### src/logic/fpsn_pkg.sv
// package: single-format field layout, constants, classes and carriers
package fpsn_pkg;

    // ------------------------------------------------------------
    // word layout
    // ------------------------------------------------------------
    localparam int unsigned WORD_W    = 32;
    localparam int unsigned SIGN_POS  = 31;
    localparam int unsigned EXP_HI    = 30;
    localparam int unsigned EXP_LO    = 23;
    localparam int unsigned EXP_W     = 8;
    localparam int unsigned FRAC_W    = 23;
    localparam int unsigned SIG_W     = 24;
    localparam int unsigned QUIET_POS = 22;

    // ------------------------------------------------------------
    // exponent constants
    // ------------------------------------------------------------
    localparam logic [9:0] EXP_BIAS    = 10'h07f;
    localparam logic [7:0] EXP_MAX     = 8'hff;
    localparam logic [7:0] EXP_NORM_LO = 8'h01;
    localparam logic [7:0] EXP_NORM_HI = 8'hfe;
    localparam logic       SIGN_POS_V  = 1'h0;
    localparam logic       SIGN_NEG_V  = 1'h1;
    localparam logic [22:0] INDEF_FRAC = 23'h400000;
    localparam logic [9:0] TRUE_EXP_MIN = 10'h382;

    // ------------------------------------------------------------
    // reset values and pipeline latency
    // ------------------------------------------------------------
    localparam logic [31:0] RESET_WORD = 32'h00000000;
    localparam int unsigned LATENCY    = 1;

    // ------------------------------------------------------------
    // classes and operation kinds
    // ------------------------------------------------------------
    typedef enum logic [2:0] {
        CLS_ZERO   = 3'b000,
        CLS_DENORM = 3'b001,
        CLS_NORMAL = 3'b010,
        CLS_INF    = 3'b011,
        CLS_NAN    = 3'b100,
        CLS_INDEF  = 3'b101
    } fpsn_class_t;

    typedef enum logic [1:0] {
        OP_CLASSIFY = 2'b00,
        OP_PACK     = 2'b01
    } fpsn_op_t;

    typedef enum logic [1:0] {
        RM_NEAREST = 2'b00,
        RM_DOWN    = 2'b01,
        RM_UP      = 2'b10,
        RM_ZERO    = 2'b11
    } fpsn_round_t;

    // unpacked result from arithmetic: true exponent, 2's complement
    typedef struct packed {
        logic        sign;
        logic [9:0]  true_exp;
        logic [23:0] sig;
        logic        zero_by_sub;
    } fpsn_raw_t;

    // classification of one operand word
    typedef struct packed {
        fpsn_class_t cls;
        logic        sign;
        logic        quiet;
    } fpsn_info_t;

endpackage

### src/logic/fpsn_norm.sv
// single-format classifier, normalizer and gradual-underflow packer
`timescale 1ns/1ns

// How it works
// RULE1 - sign bit 0 means positive, 1 means negative
// RULE2 - significand is integer bit plus fraction; integer bit implied when packed
// RULE3 - exponent is the power of two scaling the significand
// RULE4 - word is 32 bits; stored exponent is true exponent plus 127
// RULE5 - stored exponent always true exponent plus constant, never negative
// RULE6 - normalize: shift out leading zeros, decrement exponent per zero
// RULE7 - stored exponent 1..254 means normalized finite
// RULE8 - stored exponent zero is the denormal range
// RULE9 - exponent below -126: shift right, raise exponent until -126
// RULE10 - all bits shifted out gives a zero result
// RULE11 - plus and minus zero equal in value, sign kept
// RULE12 - zero result sign follows operation and rounding mode
// RULE13 - representable values always come out normalized
// RULE14 - creating a denormal result pulses underflow
// RULE15 - denormal source operand pulses denormal-operand
// RULE16 - six classes: zero, denormal, normal, infinity, NaN, indefinite
// RULE17 - infinity: exponent 255, fraction all zero
// RULE18 - exponent 255 nonzero fraction is NaN; top fraction bit quiet
// RULE19 - sign bit 31, exponent bits 30..23, fraction bits 22..0
// RULE20 - underflow and denormal-operand pulse with their result or operand
module fpsn_norm (
    input  wire logic                  i_clock,
    input  wire logic                  i_reset,
    input  wire logic                  i_enable,
    input  wire logic                  i_valid,
    input  wire fpsn_pkg::fpsn_op_t    i_op,
    input  wire fpsn_pkg::fpsn_round_t i_round,
    input  wire logic                  i_zero_neg_op,
    input  wire logic [31:0]           i_word,
    input  wire fpsn_pkg::fpsn_raw_t   i_raw,
    output logic                       o_valid,
    output logic [31:0]                o_word,
    output fpsn_pkg::fpsn_info_t       o_info,
    output logic                       o_operands_equal_zero,
    output logic                       o_underflow,
    output logic                       o_denormal_operand
);
    // ------------------------------------------------------------
    // helper functions
    // ------------------------------------------------------------
    // classify one packed word
    function automatic fpsn_pkg::fpsn_info_t classify(
        input logic [31:0] w
    );
        fpsn_pkg::fpsn_info_t r;
        logic [7:0]  e;
        logic [22:0] f;
        e = w[fpsn_pkg::EXP_HI:fpsn_pkg::EXP_LO]; // [RULE19]
        f = w[fpsn_pkg::FRAC_W-1:0];
        r.sign  = w[fpsn_pkg::SIGN_POS];           // [RULE1]
        r.quiet = f[fpsn_pkg::QUIET_POS];
        if (e == 8'h00 && f == 23'h000000) begin
            r.cls = fpsn_pkg::CLS_ZERO;            // [RULE16]
        end else if (e == 8'h00) begin
            r.cls = fpsn_pkg::CLS_DENORM;          // [RULE8]
        end else if (e >= fpsn_pkg::EXP_NORM_LO &&
                     e <= fpsn_pkg::EXP_NORM_HI) begin
            r.cls = fpsn_pkg::CLS_NORMAL;          // [RULE7]
        end else if (f == 23'h000000) begin
            r.cls = fpsn_pkg::CLS_INF;             // [RULE17]
        end else if (w[fpsn_pkg::SIGN_POS] &&
                     f == fpsn_pkg::INDEF_FRAC) begin
            r.cls = fpsn_pkg::CLS_INDEF;           // [RULE16]
        end else begin
            r.cls = fpsn_pkg::CLS_NAN;             // [RULE18]
        end
        return r;
    endfunction

    // sign of an exact zero result from operation and rounding mode
    function automatic logic zero_sign(
        input logic                  neg_op,
        input fpsn_pkg::fpsn_round_t rm
    );
        if (neg_op) begin
            return fpsn_pkg::SIGN_NEG_V;
        end else if (rm == fpsn_pkg::RM_DOWN) begin
            return fpsn_pkg::SIGN_NEG_V;
        end
        return fpsn_pkg::SIGN_POS_V;
    endfunction

    // ------------------------------------------------------------
    // stage 1: capture raw value, leading zeros from submodule
    // ------------------------------------------------------------
    fpsn_pkg::fpsn_raw_t raw_q;
    fpsn_pkg::fpsn_op_t  op_q;
    fpsn_pkg::fpsn_round_t rm_q;
    logic                neg_op_q;
    logic [31:0]         word_q;
    logic                valid_q;
    logic [4:0]          lz_count;

    fpsn_lzc #(
        .SIG_W (fpsn_pkg::SIG_W)
    ) u_lzc (
        .i_clock (i_clock),
        .i_reset (i_reset),
        .i_enable(i_enable),
        .i_sig   (i_raw.sig),
        .o_count (lz_count)
    );

    // operand and request capture
    always_ff @(posedge i_clock) begin
        if (i_reset) begin
            raw_q    <= '0;
            op_q     <= fpsn_pkg::OP_CLASSIFY;
            rm_q     <= fpsn_pkg::RM_NEAREST;
            neg_op_q <= 1'b0;
            word_q   <= fpsn_pkg::RESET_WORD;
            valid_q  <= 1'b0;
        end else if (i_enable) begin
            raw_q    <= i_raw;
            op_q     <= i_op;
            rm_q     <= i_round;
            neg_op_q <= i_zero_neg_op;
            word_q   <= i_word;
            valid_q  <= i_valid;
        end
    end

    // ------------------------------------------------------------
    // stage 2: normalize and denormalize, combinational
    // ------------------------------------------------------------
    logic signed [10:0] exp_norm;
    logic signed [10:0] exp_min;
    logic signed [10:0] shift_r;
    logic [23:0]        sig_norm;
    logic [23:0]        sig_den;
    logic [31:0]        next_word;
    logic               next_uflow;
    logic               sig_zero;

    always_comb begin
        exp_min  = $signed({fpsn_pkg::TRUE_EXP_MIN[9],
                            fpsn_pkg::TRUE_EXP_MIN});
        sig_zero = (raw_q.sig == 24'h000000);
        // left shift removes leading zeros one exponent step each
        sig_norm = raw_q.sig << lz_count;                        // [RULE6]
        exp_norm = $signed({raw_q.true_exp[9], raw_q.true_exp})
                 - $signed({6'h00, lz_count});           // [RULE3] [RULE6]
        shift_r  = exp_min - exp_norm;
        sig_den  = sig_norm;
        next_uflow = 1'b0;
        if (sig_zero || raw_q.zero_by_sub) begin
            // exact zero: sign from operation and rounding
            next_word = {zero_sign(neg_op_q, rm_q), 31'h00000000}; // [RULE12]
        end else if (exp_norm >= exp_min) begin
            if (exp_norm > $signed(11'h07f)) begin
                next_word = {raw_q.sign, fpsn_pkg::EXP_MAX, 23'h000000};
            end else begin
                // biased exponent, implied integer bit dropped
                next_word = {raw_q.sign,                          // [RULE1]
                             8'(exp_norm + $signed({1'b0,
                                 fpsn_pkg::EXP_BIAS})),  // [RULE4] [RULE5]
                             sig_norm[fpsn_pkg::FRAC_W-1:0]};     // [RULE2]
            end
        end else begin
            // gradual underflow: right shift until minimum exponent
            if (shift_r >= $signed(11'd24)) begin
                sig_den = 24'h000000;                             // [RULE10]
            end else begin
                sig_den = sig_norm >> 5'(shift_r);                // [RULE9]
            end
            next_word  = {raw_q.sign, 8'h00, sig_den[22:0]};      // [RULE8]
            next_uflow = (sig_den != 24'h000000);                 // [RULE14]
            if (sig_den == 24'h000000) begin
                next_word = {raw_q.sign, 31'h00000000};           // [RULE10]
            end
        end
    end

    // ------------------------------------------------------------
    // output registers
    // ------------------------------------------------------------
    // result word and classification
    always_ff @(posedge i_clock) begin
        if (i_reset) begin
            o_valid <= 1'b0;
            o_word  <= fpsn_pkg::RESET_WORD;
            o_info  <= '0;
        end else if (i_enable) begin
            o_valid <= valid_q;
            if (op_q == fpsn_pkg::OP_PACK) begin
                o_word <= next_word;                              // [RULE13]
                o_info <= classify(next_word);
            end else begin
                o_word <= word_q;
                o_info <= classify(word_q);                       // [RULE16]
            end
        end
    end

    // zero compare ignores the sign bit
    always_ff @(posedge i_clock) begin
        if (i_reset) begin
            o_operands_equal_zero <= 1'b0;
        end else if (i_enable) begin
            o_operands_equal_zero <= (word_q[30:0] == 31'h00000000); // [RULE11]
        end
    end

    // single-cycle event pulses aligned with the output word
    always_ff @(posedge i_clock) begin
        if (i_reset) begin
            o_underflow        <= 1'b0;
            o_denormal_operand <= 1'b0;
        end else if (i_enable) begin
            o_underflow <= valid_q && op_q == fpsn_pkg::OP_PACK
                         && next_uflow;                            // [RULE20]
            o_denormal_operand <= valid_q && op_q == fpsn_pkg::OP_CLASSIFY
                && classify(word_q).cls == fpsn_pkg::CLS_DENORM;   // [RULE15]
        end
    end

    // ------------------------------------------------------------
    // assertions
    // ------------------------------------------------------------
    property p_denorm_pulse;
        @(posedge i_clock) disable iff (i_reset)
        (i_enable && valid_q && op_q == fpsn_pkg::OP_CLASSIFY &&
         word_q[30:23] == 8'h00 && word_q[22:0] != 23'h000000)
        |=> o_denormal_operand;
    endproperty
    a_denorm_pulse: assert property (p_denorm_pulse) // [RULE15]
        else $error("denormal operand not flagged");

    property p_uflow_exp_zero;
        @(posedge i_clock) disable iff (i_reset)
        o_underflow |-> o_word[30:23] == 8'h00 && o_word[22:0] != 23'h0;
    endproperty
    a_uflow_exp_zero: assert property (p_uflow_exp_zero) // [RULE14]
        else $error("underflow without denormal result");

    property p_uflow_single;
        @(posedge i_clock) disable iff (i_reset)
        (o_underflow && i_enable && !(valid_q && next_uflow))
        |=> !o_underflow;
    endproperty
    a_uflow_single: assert property (p_uflow_single) // [RULE20]
        else $error("underflow pulse held too long");

    property p_bias_one;
        @(posedge i_clock) disable iff (i_reset)
        (i_enable && op_q == fpsn_pkg::OP_PACK && !sig_zero &&
         !raw_q.zero_by_sub && lz_count == 5'h00 &&
         raw_q.true_exp == 10'h000)
        |=> o_word[30:23] == 8'h7f;
    endproperty
    a_bias_one: assert property (p_bias_one) // [RULE4]
        else $error("exponent zero not biased to 127");

    property p_norm_class;
        @(posedge i_clock) disable iff (i_reset)
        (o_word[30:23] >= 8'h01 && o_word[30:23] <= 8'hfe)
        |-> o_info.cls == fpsn_pkg::CLS_NORMAL;
    endproperty
    a_norm_class: assert property (p_norm_class) // [RULE7]
        else $error("normal range misclassified");

    property p_inf_class;
        @(posedge i_clock) disable iff (i_reset)
        (o_word[30:23] == 8'hff && o_word[22:0] == 23'h0)
        |-> o_info.cls == fpsn_pkg::CLS_INF;
    endproperty
    a_inf_class: assert property (p_inf_class) // [RULE17]
        else $error("infinity misclassified");

    property p_nan_quiet;
        @(posedge i_clock) disable iff (i_reset)
        (o_info.cls == fpsn_pkg::CLS_NAN)
        |-> o_word[30:23] == 8'hff && o_info.quiet == o_word[22];
    endproperty
    a_nan_quiet: assert property (p_nan_quiet) // [RULE18]
        else $error("nan encoding or quiet bit wrong");

    property p_norm_msb;
        @(posedge i_clock) disable iff (i_reset)
        (i_enable && op_q == fpsn_pkg::OP_PACK && !sig_zero)
        |-> sig_norm[23];
    endproperty
    a_norm_msb: assert property (p_norm_msb) // [RULE6]
        else $error("normalized integer bit not one");

    property p_zero_sign;
        @(posedge i_clock) disable iff (i_reset)
        (i_enable && op_q == fpsn_pkg::OP_PACK && sig_zero &&
         !neg_op_q && rm_q == fpsn_pkg::RM_NEAREST)
        |=> o_word == 32'h00000000;
    endproperty
    a_zero_sign: assert property (p_zero_sign) // [RULE12]
        else $error("zero result sign wrong");

    property p_sign_kept;
        @(posedge i_clock) disable iff (i_reset)
        (i_enable && op_q == fpsn_pkg::OP_PACK && !sig_zero &&
         !raw_q.zero_by_sub)
        |=> o_word[31] == $past(raw_q.sign);
    endproperty
    a_sign_kept: assert property (p_sign_kept) // [RULE1]
        else $error("result sign not kept");

    property p_all_out_zero;
        @(posedge i_clock) disable iff (i_reset)
        (i_enable && op_q == fpsn_pkg::OP_PACK && !sig_zero &&
         shift_r >= $signed(11'd24))
        |=> o_word[30:0] == 31'h00000000 && !o_underflow;
    endproperty
    a_all_out_zero: assert property (p_all_out_zero) // [RULE10]
        else $error("fully shifted result not zero");

    property p_pack_normal;
        @(posedge i_clock) disable iff (i_reset)
        (i_enable && op_q == fpsn_pkg::OP_PACK && !sig_zero &&
         !raw_q.zero_by_sub && exp_norm >= exp_min)
        |=> o_word[30:23] != 8'h00 && !o_underflow;
    endproperty
    a_pack_normal: assert property (p_pack_normal) // [RULE13]
        else $error("representable result left denormal");

    property p_echo_word;
        @(posedge i_clock) disable iff (i_reset)
        (i_enable && op_q == fpsn_pkg::OP_CLASSIFY)
        |=> o_word == $past(word_q) && !o_underflow;
    endproperty
    a_echo_word: assert property (p_echo_word) // [RULE19]
        else $error("classified word not passed through");

    property p_pulse_needs_valid;
        @(posedge i_clock) disable iff (i_reset)
        (i_enable && !valid_q)
        |=> !o_underflow && !o_denormal_operand && !o_valid;
    endproperty
    a_pulse_needs_valid: assert property (p_pulse_needs_valid) // [RULE20]
        else $error("event pulse without a valid result");
endmodule

### src/logic/fpsn_lzc.sv
// leading-zero counter for the 24-bit significand, registered output
`timescale 1ns/1ns
module fpsn_lzc #(
    parameter int unsigned SIG_W = 24
) (
    input  wire logic             i_clock,
    input  wire logic             i_reset,
    input  wire logic             i_enable,
    input  wire logic [SIG_W-1:0] i_sig,
    output logic      [4:0]       o_count
);
    // ------------------------------------------------------------
    // count from the top, registered
    // ------------------------------------------------------------
    function automatic logic [4:0] lz(input logic [SIG_W-1:0] v);
        logic [4:0] n;
        logic       hit;
        n   = 5'h00;
        hit = 1'b0;
        for (int i = SIG_W - 1; i >= 0; i--) begin
            if (!hit && !v[i]) begin
                n = n + 5'h01;
            end else begin
                hit = 1'b1;
            end
        end
        return n;
    endfunction

    always_ff @(posedge i_clock) begin
        if (i_reset) begin
            o_count <= 5'h00;
        end else if (i_enable) begin
            o_count <= lz(i_sig);
        end
    end
endmodule

### config.mk
export PLATFORM = sky130hd
export DESIGN_NAME = fpsn_norm
export DESIGN_NICKNAME = d
export VERILOG_FILES = /design/src/logic/fpsn_pkg.sv /design/src/logic/fpsn_norm.sv /design/src/logic/fpsn_lzc.sv
export SDC_FILE = /design/constraint.sdc
export NUM_CORES = 1
export LEC_CHECK = 0
export CORE_AREA = 2 2 118 206
export DETAILED_ROUTE_END_ITERATION = 7
export DIE_AREA = 0 0 120 208
export DONT_BUFFER_PORTS = 1
export GPL_TIMING_DRIVEN = 0
export PLACE_DENSITY = 0.66
export SLEW_MARGIN = 20
export SYNTH_ARGS = -nofsm -noshare
export SYNTH_HDL_FRONTEND = slang
export SYNTH_SLANG_ARGS = --single-unit
### constraint.sdc
create_clock -name i_clock -period 10.1 [get_ports i_clock]
set_input_delay 1.01 -clock i_clock [delete_from_list [all_inputs] [get_ports i_clock]]
set_output_delay 1.01 -clock i_clock [all_outputs]
set_load 0.05 [all_outputs]
==> summary.md, run 1 <==
The share of synthesized area occupied by flip-flops and latches is 0.205. In this run the worst path has a maximum fanout of 6. Worst min-delay path endpoint: rm_q[1]. For the cell row count, the log shows 74. From synthesis to final layout, the design area changed by 8.87%. The share of synthesized flip-flops with an asynchronous set or reset works out to 0.

Met1 usage in global routing: 0.335. Clock latency reported for the late side of the worst-skew pair: 0.45 ns. The startpoint identified for the worst register-to-register timing path is u_lzc.o_count[0]. The tools report the number of endpoints with negative hold slack in the final report as 0. The overall global routing resource usage came out at 0.368.

The worst-case IR drop observed on VDD is 0.000124 V. By area the synthesized netlist is led by sky130_fd_sc_hd__dfxtp_1 21%, sky130_fd_sc_hd__mux2i_1 12%, sky130_fd_sc_hd__nor2_1 7.4%. The category of the critical setup timing path was in2reg. The clock sink count is 118, and the portion of the clock cycle consumed by the worst path in the final layout is 0.930.

Most frequent cell on the critical path: sky130_fd_sc_hd__ha_1. The flow ran to the end, and the final reports show no timing, DRC or antenna violations. The die is 120 um wide. The dominant combinational cell family by area after synthesis was simple AND/OR/NAND/NOR gates. The number of storage elements in the synthesis netlist was 118.

The floorplan step set the die height to 208 um. Of all cell types, the one taking the most synthesized area is sky130_fd_sc_hd__dfxtp_1. In the routed layout, each cell is associated on average with a via count of 6.51.

By count the netlist is led by 228 x sky130_fd_sc_hd__nor2_1, 152 x sky130_fd_sc_hd__nand2_1, 143 x sky130_fd_sc_hd__mux2i_1. For the worst flop-to-flop path, the logic depth is 17. Yosys mapped a number of flops with a built-in enable equal to 0. The final instance count without filler cells was 1821. Across all register-to-register paths, the minimum setup slack is 3.42 ns. The count of pins over their slew limit was 0. The tools report the maximum root-to-sink buffer count as 2. The post-route clock skew was 0.0140 ns; the register clock-pin slew on the reported worst setup and hold paths was 0.06 ns. The number of distinct library cells after synthesis was 95. The run gives 0.495 as the initial standard-cell utilization of the core. Averaged over all synthesized cells, the footprint is 7.75 um2.

The tightest hold path in the finished design has a slack of 0.494 ns. Number of placed cells counting well taps: 1788. The tools report the post-layout utilization of the core as 0.539.

The synthesized-area fraction occupied by ao, oa, aoi and oai cells works out to 0.203. After floorplanning, the core was sized to cover 23200 um2. The first global-routing pass estimated 69300 um of wire. Once detail routing completed, the nets flagged for antenna violations numbered 0. The worst hold path begins at rm_q[1]. Max-cap violations in this run came to 0. The port buffer count was 0; the post-layout minimum cycle time was 9.40 ns.

The data required time of the critical path is 10.42 ns, and the slew at the pin closest to its max-slew limit is 1.11 ns. Data on the critical path arrives at its endpoint at 9.72 ns. TritonCTS built the clock tree.

In this run the number of H-tree levels came out at 4. The routed layout has 11900 vias. In this run, post-CTS hold repair placed 0 buffers. The relative slew slack came out at 0.258. The adder-cell share of the synthesized area works out to 0.0361. In this run the static leakage power is 0.00478 uW. For this run, the leading register cell type out of synthesis is sky130_fd_sc_hd__dfxtp_1.

Counting every instance in the synthesized netlist gives 1484. The logs give 36900 um for the detailed placement HPWL and 17 for the maximum number of pins on one net before global-route repair. The logs give 853 for the initial DRC count and 0 for the count of synthesis-stage warnings from yosys. STA classifies the critical path endpoint as a flip-flop.

The run gives 0.665 as the global-route track usage on met2. At the end of the flow, the number of nets in the layout was 1612. Iteration count of the initial detailed-routing pass: 8. The detailed-route wire length per cell works out to 25.4 um. During I/O placement, the number of pins put on the boundary was 118. Routability-driven placement finished with a final weighted congestion of 1.07. The highest clock rate came out at 0.106 GHz. The most instantiated library cell after synthesis was sky130_fd_sc_hd__nor2_1.

Terminus of the critical flop-to-flop path: o_underflow. The cell sitting at the root of the clock tree is a sky130_fd_sc_hd__clkbuf_16. The tools report the initial antenna violation count as 0. The area share of xor/xnor cells in the synthesized design works out to 0.0522.

For this design, the slowest cell found on the critical path is sky130_fd_sc_hd__xnor3_1. The portion of netlist area occupied by mux cells is 0.209, and the wire length after detailed routing is 46300 um. The number of antenna diodes in the final layout is 0. Counting the buffers created by CTS gives 17. Along the worst hold path, the cell count comes to 2. The share of post-route cells with drive strength above 1 is 0.0969, and the power density over the cells is 156 nW/um2.

The layer carrying the most global-route usage was met2. The delay of the slowest critical-path stage is 0.39 ns, and the net count of the mapped netlist is 1592. The worst hold path belongs to the class reg2reg. Die area: 25000 um2. The share of the synthesized area in the top cell type works out to 0.205. The tools report the residual overflow from global routing as 0. For the DRC violations left, the log shows 0.

The via count of the first global-routing pass was 11700. The basic-gate share of the synthesized area counting and, or, nand and nor cells was 0.243; the netlist area before placement was 11500 um2. STA classifies the critical path startpoint as an input pin. The tools report the met3 usage as 0.0746.

The setup-violating endpoint count in the final report was 0.
final cells by class:
type / instances / area [um2]
multi-input combinational: 1222 / 8570
buffer: 111 / 470
inverter: 33 / 124
tap: 304 / 380
clock buffer: 17 / 425
timing repair buffer: 1 / 7.51
fill: 2339 / 10700
clock inverter: 15 / 191
sequential: 118 / 2360
state kept, by name (all words and copies together), names as in the netlist:
signal / flops
rm_q: 2
raw_q: 36
op_q: 2
word_q: 32
u_lzc.o_count: 5
o_operands_equal_zero: 1
o_word: 32
valid_q: 1
o_denormal_operand: 1
neg_op_q: 1
o_info: 3
o_underflow: 1
o_valid: 1
report_power, final:
part           total [uW]  switching (uW)  internal, uW
clock network         651             259           392
logic                 754             504           250
registers             552            59.4           493
total                1960             822          1140
cell usage in the layout, fill, tap and decap left out, types with 28 or more instances in the layout:
master and count:
sky130_fd_sc_hd__dfxtp_1 118, sky130_fd_sc_hd__ha_1 30, sky130_fd_sc_hd__xnor2_1 35, sky130_fd_sc_hd__nand2_1 152
sky130_fd_sc_hd__mux2i_1 143, sky130_fd_sc_hd__a21oi_1 91, sky130_fd_sc_hd__nand3_1 32, sky130_fd_sc_hd__mux4_2 36
sky130_fd_sc_hd__inv_1 28, sky130_fd_sc_hd__nor2_1 227, sky130_fd_sc_hd__o21ai_0 60, sky130_fd_sc_hd__clkbuf_1 78
sky130_fd_sc_hd__nor3_1 32
worst max-delay path: cells and delay by family:
family,cells,cell delay (ns)
AND/OR/NAND/NOR,10,1.01
buffers and inverters,3,0.18
adder cells (fa/ha/maj),11,3.40
multiplexers,5,0.74
XOR/XNOR,1,0.39
AO/OA/AOI/OAI,20,3.01
routing by layer:
metal | wire length (um) | part of all wire
met2 | 23800 | 0.51
met4 | 4960 | 0.11
met3 | 2520 | 0.054
met5 | 0 | 0
met1 | 15000 | 0.32
worst max path at each step:
stage	from	endpoint	depth (start not counted)	slack, ns
finish	i_raw[23]	u_lzc.o_count[4]	50	0.70
global route	i_raw[23]	u_lzc.o_count[4]	50	-0.003
CTS	i_raw[23]	u_lzc.o_count[4]	50	0.22
detailed placement	i_raw[23]	u_lzc.o_count[4]	50	-0.21
global placement	i_raw[21]	u_lzc.o_count[4]	49	-0.003
floorplan	i_raw[23]	u_lzc.o_count[4]	50	1.22
metrics by stage:
step	setup slack [ns]	instance area [um2]	setup TNS, ns	total power (uW)
CTS	0.219	12500	0	1940
floorplan	1.22	11500	0	1060
finish	0.703	12500	0	1960
global route	-0.00323	12500	-0.00323	2030
global placement	-0.00335	11900	-0.00335	1290
detailed placement	-0.213	11900	-0.257	1290
cells by family after synthesis:
group | Yosys count
simple gates | 591
fa+ha+maj | 33
mux | 193
flops | 118
xor+xnor | 59
buf+inv | 144
compound gates | 346
timing repair:
| action | 4_1_cts | 5_1_grt |
|---|---|---|
| setup buffers | 0 | 1 |
| endpoints found under the setup margin | 0 | 2 |
| gates resized for setup | 0 | 6 |
Power figures use the tool's default switching activity.
==> inputs of run 2 (changes only) <==
Settings changed: REMOVE_ABC_BUFFERS set to 1.
==> run 2 against run 1 <==
  * Register-to-register slack gained 0.63 ns
  * First-iteration DRC count shrank 20%
  * Design area shrank 2.7%
  * Utilization shrank 1.4 points
  * Non-clock buffer count shrank 104
==> summary.md, run 2 (synthesis results as in run 1) <==
The flow ran to the end, and the final reports show no timing, DRC or antenna violations. The slew at the pin closest to its max-slew limit was 1.08 ns (was 1.11 ns). The port buffer count is 0 (unchanged). The tools report the iteration count of the initial detailed-routing pass as 6 (was 8). The residual overflow from global routing is 0 (unchanged), and the worst hold margin is 0.495 ns (was 0.494 ns). TritonCTS built the clock tree. For the initial DRC count, the log shows 684 (was 853). The tools report the proportion of power drawn by the clock network as 0.330 (was 0.333). The most frequent cell on the critical path was sky130_fd_sc_hd__ha_1 (unchanged).

The highest clock rate is 0.106 GHz (about the same), and the number of H-tree levels is 4 (unchanged). The detailed-route wire length per cell works out to 21.7 um (was 25.4 um). The count of pins over their slew limit is 0 (unchanged). The width of the die works out to 120 um (unchanged). The area of the core is 23200 um2 (unchanged), and the register clock-pin slew on the reported worst setup and hold paths is 0.05 ns (was 0.06 ns). The setup-violating endpoint count in the final report was 0 (unchanged). Switching share of power: 0.384 (was 0.420). The number of nets with antenna violations after detailed routing was 0 (unchanged); the layout overhead on the synthesized area was 5.95% (was 8.87%). For the data arrival time of the critical path, the log shows 9.73 ns (was 9.72 ns).

The number of endpoints with negative hold slack in the final report was 0 (unchanged). Category of the critical setup timing path: in2reg (unchanged). The logs give 0 (unchanged) for the number of diodes added for antenna fixing and 118 (unchanged) for the clock sink count.

The tools report the initial standard-cell utilization of the core as 0.495 (unchanged). Logic gate share of total power: 0.366 (was 0.385). For the total number of nets in the final design, the log shows 1508 (was 1612). The minimum setup slack in the final design was 0.704 ns (was 0.703 ns); the max-capacitance violation count was 0 (unchanged). Clock latency reported for the late side of the worst-skew pair: 0.44 ns (was 0.45 ns). Internal power component: 1130 uW (was 1140 uW). The type of destination of the critical path is a flip-flop (unchanged). Registers with the most flip-flops: raw_q x36, o_word x32, word_q x32 (unchanged). The type of origin of the critical path is an input pin (unchanged).

The run gives 0.000118 V (was 0.000124 V) as the maximum ir drop on the vdd rail. The most common cell after layout, fill and taps aside is sky130_fd_sc_hd__nor2_1 (unchanged). The via count of the routed design came out at 11100 (was 11900). The maximum root-to-sink buffer count is 2 (unchanged). Top library cells by usage in the layout, fill and taps aside: 227 x sky130_fd_sc_hd__nor2_1, 152 x sky130_fd_sc_hd__nand2_1, 143 x sky130_fd_sc_hd__mux2i_1 (unchanged). The initial antenna violation count came out at 0 (unchanged). The hold buffer count at CTS came out at 0 (unchanged). Share of post-route cells with drive strength above 1: 0.0956 (was 0.0969).

The maximum number of pins on one net before global-route repair was 133 (was 17); the largest fanout on the critical path was 6 (unchanged). For the die area, the log shows 25000 um2 (unchanged). The data required time of the critical path is 10.43 ns (was 10.42 ns), and the sequential share of power is 0.303 (was 0.282). The register containing the most flip-flops in the final layout was raw_q (unchanged). Die boundary height: 208 um (unchanged).

The power density over the cells came out at 151 nW/um2 (was 156 nW/um2). Cell row count: 74 (unchanged). The tools report the relative slew slack as 0.275 (was 0.258).

The tools report the DRC violations left as 0 (unchanged). Overall global routing resource usage: 0.295 (was 0.368). Setup repair after global routing left no endpoint under its margin. The post-layout minimum cycle time is 9.40 ns (about the same).

The run gives 10700 (was 11700) as the via count of the first global-routing pass. The classification of the worst-slack hold path is reg2reg (unchanged). Detailed-route vias per instance: 6.46 (was 6.51).

The flip-flop count of the largest register after layout is 36 (unchanged). The portion of the clock cycle consumed by the worst path in the final layout is 0.930 (about the same), and the delay of the slowest critical-path stage is 0.37 ns (was 0.39 ns). Slowest stage cell on the critical path: sky130_fd_sc_hd__xnor3_1 (unchanged). The tools report the detailed placement HPWL as 28200 um (was 36900 um). The worst slack after detailed placement is -0.121 ns (was -0.213 ns), and the net switching component of the power is 708 uW (was 822 uW). The wire length after detailed routing is 37200 um (was 46300 um). The last weighted congestion value of the routability-driven placer was 1.04 (was 1.07); the post-route clock skew was 0.00794 ns (was 0.0140 ns).

The logs give 118 (unchanged) for the I/O pin total and 58000 um (was 69300 um) for the global-route wire length before repair. The tools report the static power due to leakage as 0.00463 uW (was 0.00478 uW). The clock tree root buffer cell was sky130_fd_sc_hd__clkbuf_16 (unchanged). The logs give 17 (unchanged) for the TritonCTS buffer count and 0.525 (was 0.539) for the post-layout utilization of the core.
## run 2: cell types whose count changed in the layout (fill, tap and decap cells not counted), moves of 4 or more
cell / delta
sky130_fd_sc_hd__buf_1: -8
sky130_fd_sc_hd__buf_2: -18
sky130_fd_sc_hd__buf_4: -4
sky130_fd_sc_hd__clkbuf_1: -74
sky130_fd_sc_hd__clkinv_2: +4
sky130_fd_sc_hd__clkinv_4: -4
sky130_fd_sc_hd__dfxtp_1: -4
sky130_fd_sc_hd__inv_6: -4
## run 2: area by class of cell
class	count	area, um2
clock buffers	22	454
multi-input cells	1222	8610
clock inverters	9	125
flip-flops and latches	118	2370
well taps	304	380
inverters	33	124
repair buffers	8	128
fillers	2216	11000
## run 2: final timing paths
check,from,to,slack [ns],depth (start not counted)
setup / recovery,i_raw[23],u_lzc.o_count[4],0.70,50
hold / removal,raw_q[25],raw_q[25],0.50,2
setup reg to reg,u_lzc.o_count[3],o_info[4],4.05,16
hold reg to reg,raw_q[25],raw_q[25],0.50,2
## run 2: worst max-delay path: cells and delay by family
family                     cells  cell delay, ns
AOI/OAI and AO/OA             20            3.03
muxes                          5            0.75
buffers and inverters          3            0.16
xor gates and xnor gates       1            0.37
and+or+nand+nor               10            0.99
adders and majority gates     11            3.41
## run 2: repair_timing
action                     4_1_cts  5_1_grt
buffers inserted                 0        1
setup endpoints to repair        0        2
resized for setup                0        3
## run 2: layer usage
metal  global-route usage  part of all wire  vias up
met5                    0                 0        -
met4                0.187             0.064        0
met3               0.0493             0.046      138
met2                0.555              0.54      407
met1                0.292              0.35     5238
li1                     -                 -     5304
## run 2: metrics by stage
step                      instances  TNS, ns  power, uW  instance area [um2]
after detailed placement       1684   -0.121       1220                11600
after global routing           1716        0       1930                12200
after CTS                      1715        0       1830                12200
final                          1716        0       1840                12200
after global placement         1677        0       1210                11400
after floorplan                1373        0       1020                11000
## run 2: power by group through the flow
stage	clock network (uW)	registers (uW)	logic, uW
after floorplan	0	560	464
after global placement	0	572	633
after detailed placement	0	568	653
after CTS	617	558	657
after global routing	636	562	728
final	608	559	675
==> inputs of run 3 (changes only) <==
Settings changed: CAP_MARGIN set to 0, CORE_AREA 2 2 118 206 to 2 2 141 245, DIE_AREA 0 0 120 208 to 0 0 143 247, PLACE_DENSITY 0.66 to 0.5.
==> run 3 against run 2 <==
  * Combinational power is essentially flat
  * Design area grew 2.3%
  * Clock skew increased by 0.00096 ns
  * Final cell count increased by 9.0%
  * Die area rose by 42%
  * Sequential cell count is the same
  * Clock power up 6.4%
  * Hold slack hardly changed
  * Highest routed layer unchanged
==> summary.md, run 3 (synthesis results as in run 1) <==
The run finished with clean final reports. The category of the critical setup timing path was in2reg (unchanged). Type of destination of the critical path: a flip-flop (unchanged). The tools report the last weighted congestion value of the routability-driven placer as 0.951 (was 1.04). The worst slack after detailed placement is -0.342 ns (was -0.121 ns). The sequential share of power is 0.297 (was 0.303), and the switching share of power is 0.382 (was 0.384). The total area of multi-input combinational cells was 8640 um2 (was 8610 um2); the internal power component was 1160 uW (was 1130 uW). The tools report the total number of nets in the final design as 1510 (was 1508). The run gives 0 (unchanged) as the DRC violations left.

For the maximum root-to-sink buffer count, the log shows 2 (unchanged). The initial antenna violation count is 0 (unchanged), and the detailed-route vias per instance is 5.83 (was 6.46). The register clock-pin slew on the reported worst setup and hold paths was 0.06 ns (was 0.05 ns); the proportion of power drawn by the clock network was 0.343 (was 0.330).

The area taken by flip-flops and latches was 2370 um2 (unchanged). The static power due to leakage was 0.00465 uW (was 0.00463 uW). The run gives 89 (was 74) as the cell row count. The number of endpoints with negative hold slack in the final report was 0 (unchanged). The logs give 0 (unchanged) for the number of diodes added for antenna fixing and 0 (unchanged) for the number of nets with antenna violations after detailed routing.

The delay of the slowest critical-path stage was 0.37 ns (about the same); the initial DRC count was 730 (was 684). The number of H-tree levels came out at 4 (unchanged). Setup repair after global routing left no endpoint under its margin. Register containing the most flip-flops in the final layout: raw_q (unchanged). The logic gate share of total power was 0.360 (was 0.366); the minimum setup slack in the final design was 0.759 ns (was 0.704 ns). The logs give 0.00890 ns (was 0.00794 ns) for the post-route clock skew and 0 (unchanged) for the setup-violating endpoint count in the final report. The relative slew slack is 0.206 (was 0.275). Area of the core: 33500 um2 (was 23200 um2). The wire length on met3 was 1460 um (was 1710 um); the global-route wire length before repair was 61200 um (was 58000 um). Top library cells by usage in the layout, fill and taps aside: 226 x sky130_fd_sc_hd__nor2_1, 152 x sky130_fd_sc_hd__nand2_1, 143 x sky130_fd_sc_hd__mux2i_1 (was 227 x sky130_fd_sc_hd__nor2_1, 152 x sky130_fd_sc_hd__nand2_1, 143 x sky130_fd_sc_hd__mux2i_1). Number of inserted filler cells in the final layout: 3542 (was 2216). The logs give 35300 um2 (was 25000 um2) for the die area and 0.343 (was 0.495) for the initial standard-cell utilization of the core. The slowest stage cell on the critical path was sky130_fd_sc_hd__xnor3_1 (unchanged).

Post-layout minimum cycle time: 9.34 ns (was 9.40 ns). The most frequent cell on the critical path is sky130_fd_sc_hd__ha_1 (unchanged). For the clock sink count, the log shows 118 (unchanged). The routed length on met1 was 13400 um (was 13100 um); the count of pins over their slew limit was 0 (unchanged). The power density over the cells is 151 nW/um2 (about the same). The post-layout utilization of the core is 0.372 (was 0.525), and the slew at the pin closest to its max-slew limit is 1.18 ns (was 1.08 ns). The die boundary height works out to 247 um (was 208 um). The top metal layer carrying routed signals is met4 (unchanged).

Type of origin of the critical path: an input pin (unchanged). The critical register-to-register path startpoint is u_lzc.o_count[0] (was u_lzc.o_count[3]). The clock tree root buffer cell is sky130_fd_sc_hd__clkbuf_16 (unchanged). The clock latency reported for the late side of the worst-skew pair is 0.44 ns (about the same). The startpoint of the most critical setup path is i_raw[24] (was i_raw[23]). The run gives 10800 (was 10700) as the via count of the first global-routing pass.

The net switching component of the power is 720 uW (was 708 uW), and the sum of negative setup slack is 0 ns (unchanged). For the detailed placement HPWL, the log shows 31000 um (was 28200 um). The portion of the clock cycle consumed by the worst path in the final layout was 0.925 (was 0.930); the data required time of the critical path was 10.43 ns (about the same). The run gives 0.000118 V (about the same) as the maximum ir drop on the vdd rail. Data arrival time of the critical path: 9.67 ns (was 9.73 ns). The most common cell after layout, fill and taps aside was sky130_fd_sc_hd__nor2_1 (unchanged). The highest clock rate came out at 0.107 GHz (was 0.106 GHz).

The I/O pin total was 118 (unchanged). The iteration count of the initial detailed-routing pass was 5 (was 6); the layout overhead on the synthesized area was 8.34% (was 5.95%). The detailed-route wire length per cell is 21.2 um (was 21.7 um), and the max-capacitance violation count is 0 (unchanged).

The residual overflow from global routing is 0 (unchanged), and the width of the die is 143 um (was 120 um). Wire length after detailed routing: 39600 um (was 37200 um). The logs give 10900 (was 11100) for the via count of the routed design and 0.224 (was 0.295) for the overall global routing resource usage. For the maximum number of pins on one net before global-route repair, the log shows 133 (unchanged). The largest fanout on the critical path was 6 (unchanged); the port buffer count was 0 (unchanged). TritonCTS built the clock tree.

Flip-flop count of the largest register after layout: 36 (unchanged). The share of post-route cells with drive strength above 1 is 0.103 (was 0.0956). The TritonCTS buffer count came out at 17 (unchanged). The classification of the worst-slack hold path was reg2reg (unchanged). The run gives 22100 um (was 20000 um) as the met2 routed wirelength. Registers with the most flip-flops: raw_q x36, o_word x32, word_q x32 (unchanged). The tools report the startpoint of the tightest hold check path as rm_q[1] (was raw_q[25]).
## run 3: power by group through the flow
| stage | Combinational, uW | Sequential (uW) | Clock, uW |
|---|---|---|---|
| after floorplan | 464 | 560 | 0 |
| after global placement | 648 | 574 | 0 |
| after detailed placement | 665 | 569 | 0 |
| after CTS | 669 | 559 | 670 |
| after global routing | 733 | 563 | 685 |
| final | 678 | 559 | 647 |
## run 3: final cells by class
cell class	count	share of cell area
timing repair buffer	10	0.0108
sequential	118	0.190
clock inverter	12	0.0142
clock buffer	20	0.0358
inverter	33	0.00994
multi-input combinational	1222	0.693
tap	455	0.0457
## run 3: worst max-delay path, delay by kind of cell
family,cells,cell delay [ns]
multiplexers,5,0.76
buffers and inverters,3,0.30
XOR/XNOR,1,0.37
AO/OA/AOI/OAI,18,2.44
adder cells (fa/ha/maj),11,3.47
AND/OR/NAND/NOR,12,1.30
## run 3: per-layer routing
metal  track usage  up-vias
li1              -     5309
met1         0.202     5217
met2         0.448      269
met3        0.0366      105
met4         0.142        0
met5             0        -
## run 3: worst paths after layout
path	slack (ns)	cells past startpoint	endpoint
min	0.50	2	rm_q[1]
max reg2reg	4.09	13	o_info[4]
min reg2reg	0.50	2	rm_q[1]
max	0.76	50	u_lzc.o_count[4]
## run 3: through the flow
stage	cell area, um2	hold WS [ns]	instances	total power (uW)
floorplan	11000	0.454	1373	1020
global placement	11600	0.475	1828	1220
detailed placement	11800	0.482	1836	1230
CTS	12400	0.499	1868	1900
global route	12500	0.519	1870	1980
finish	12500	0.495	1870	1880
## run 3: what timing repair did
item	CTS	global route
hold buffers	0	0
setup endpoints to repair	0	2
endpoints found under the hold margin	0	0
setup buffers	0	2
resized for setup	0	13
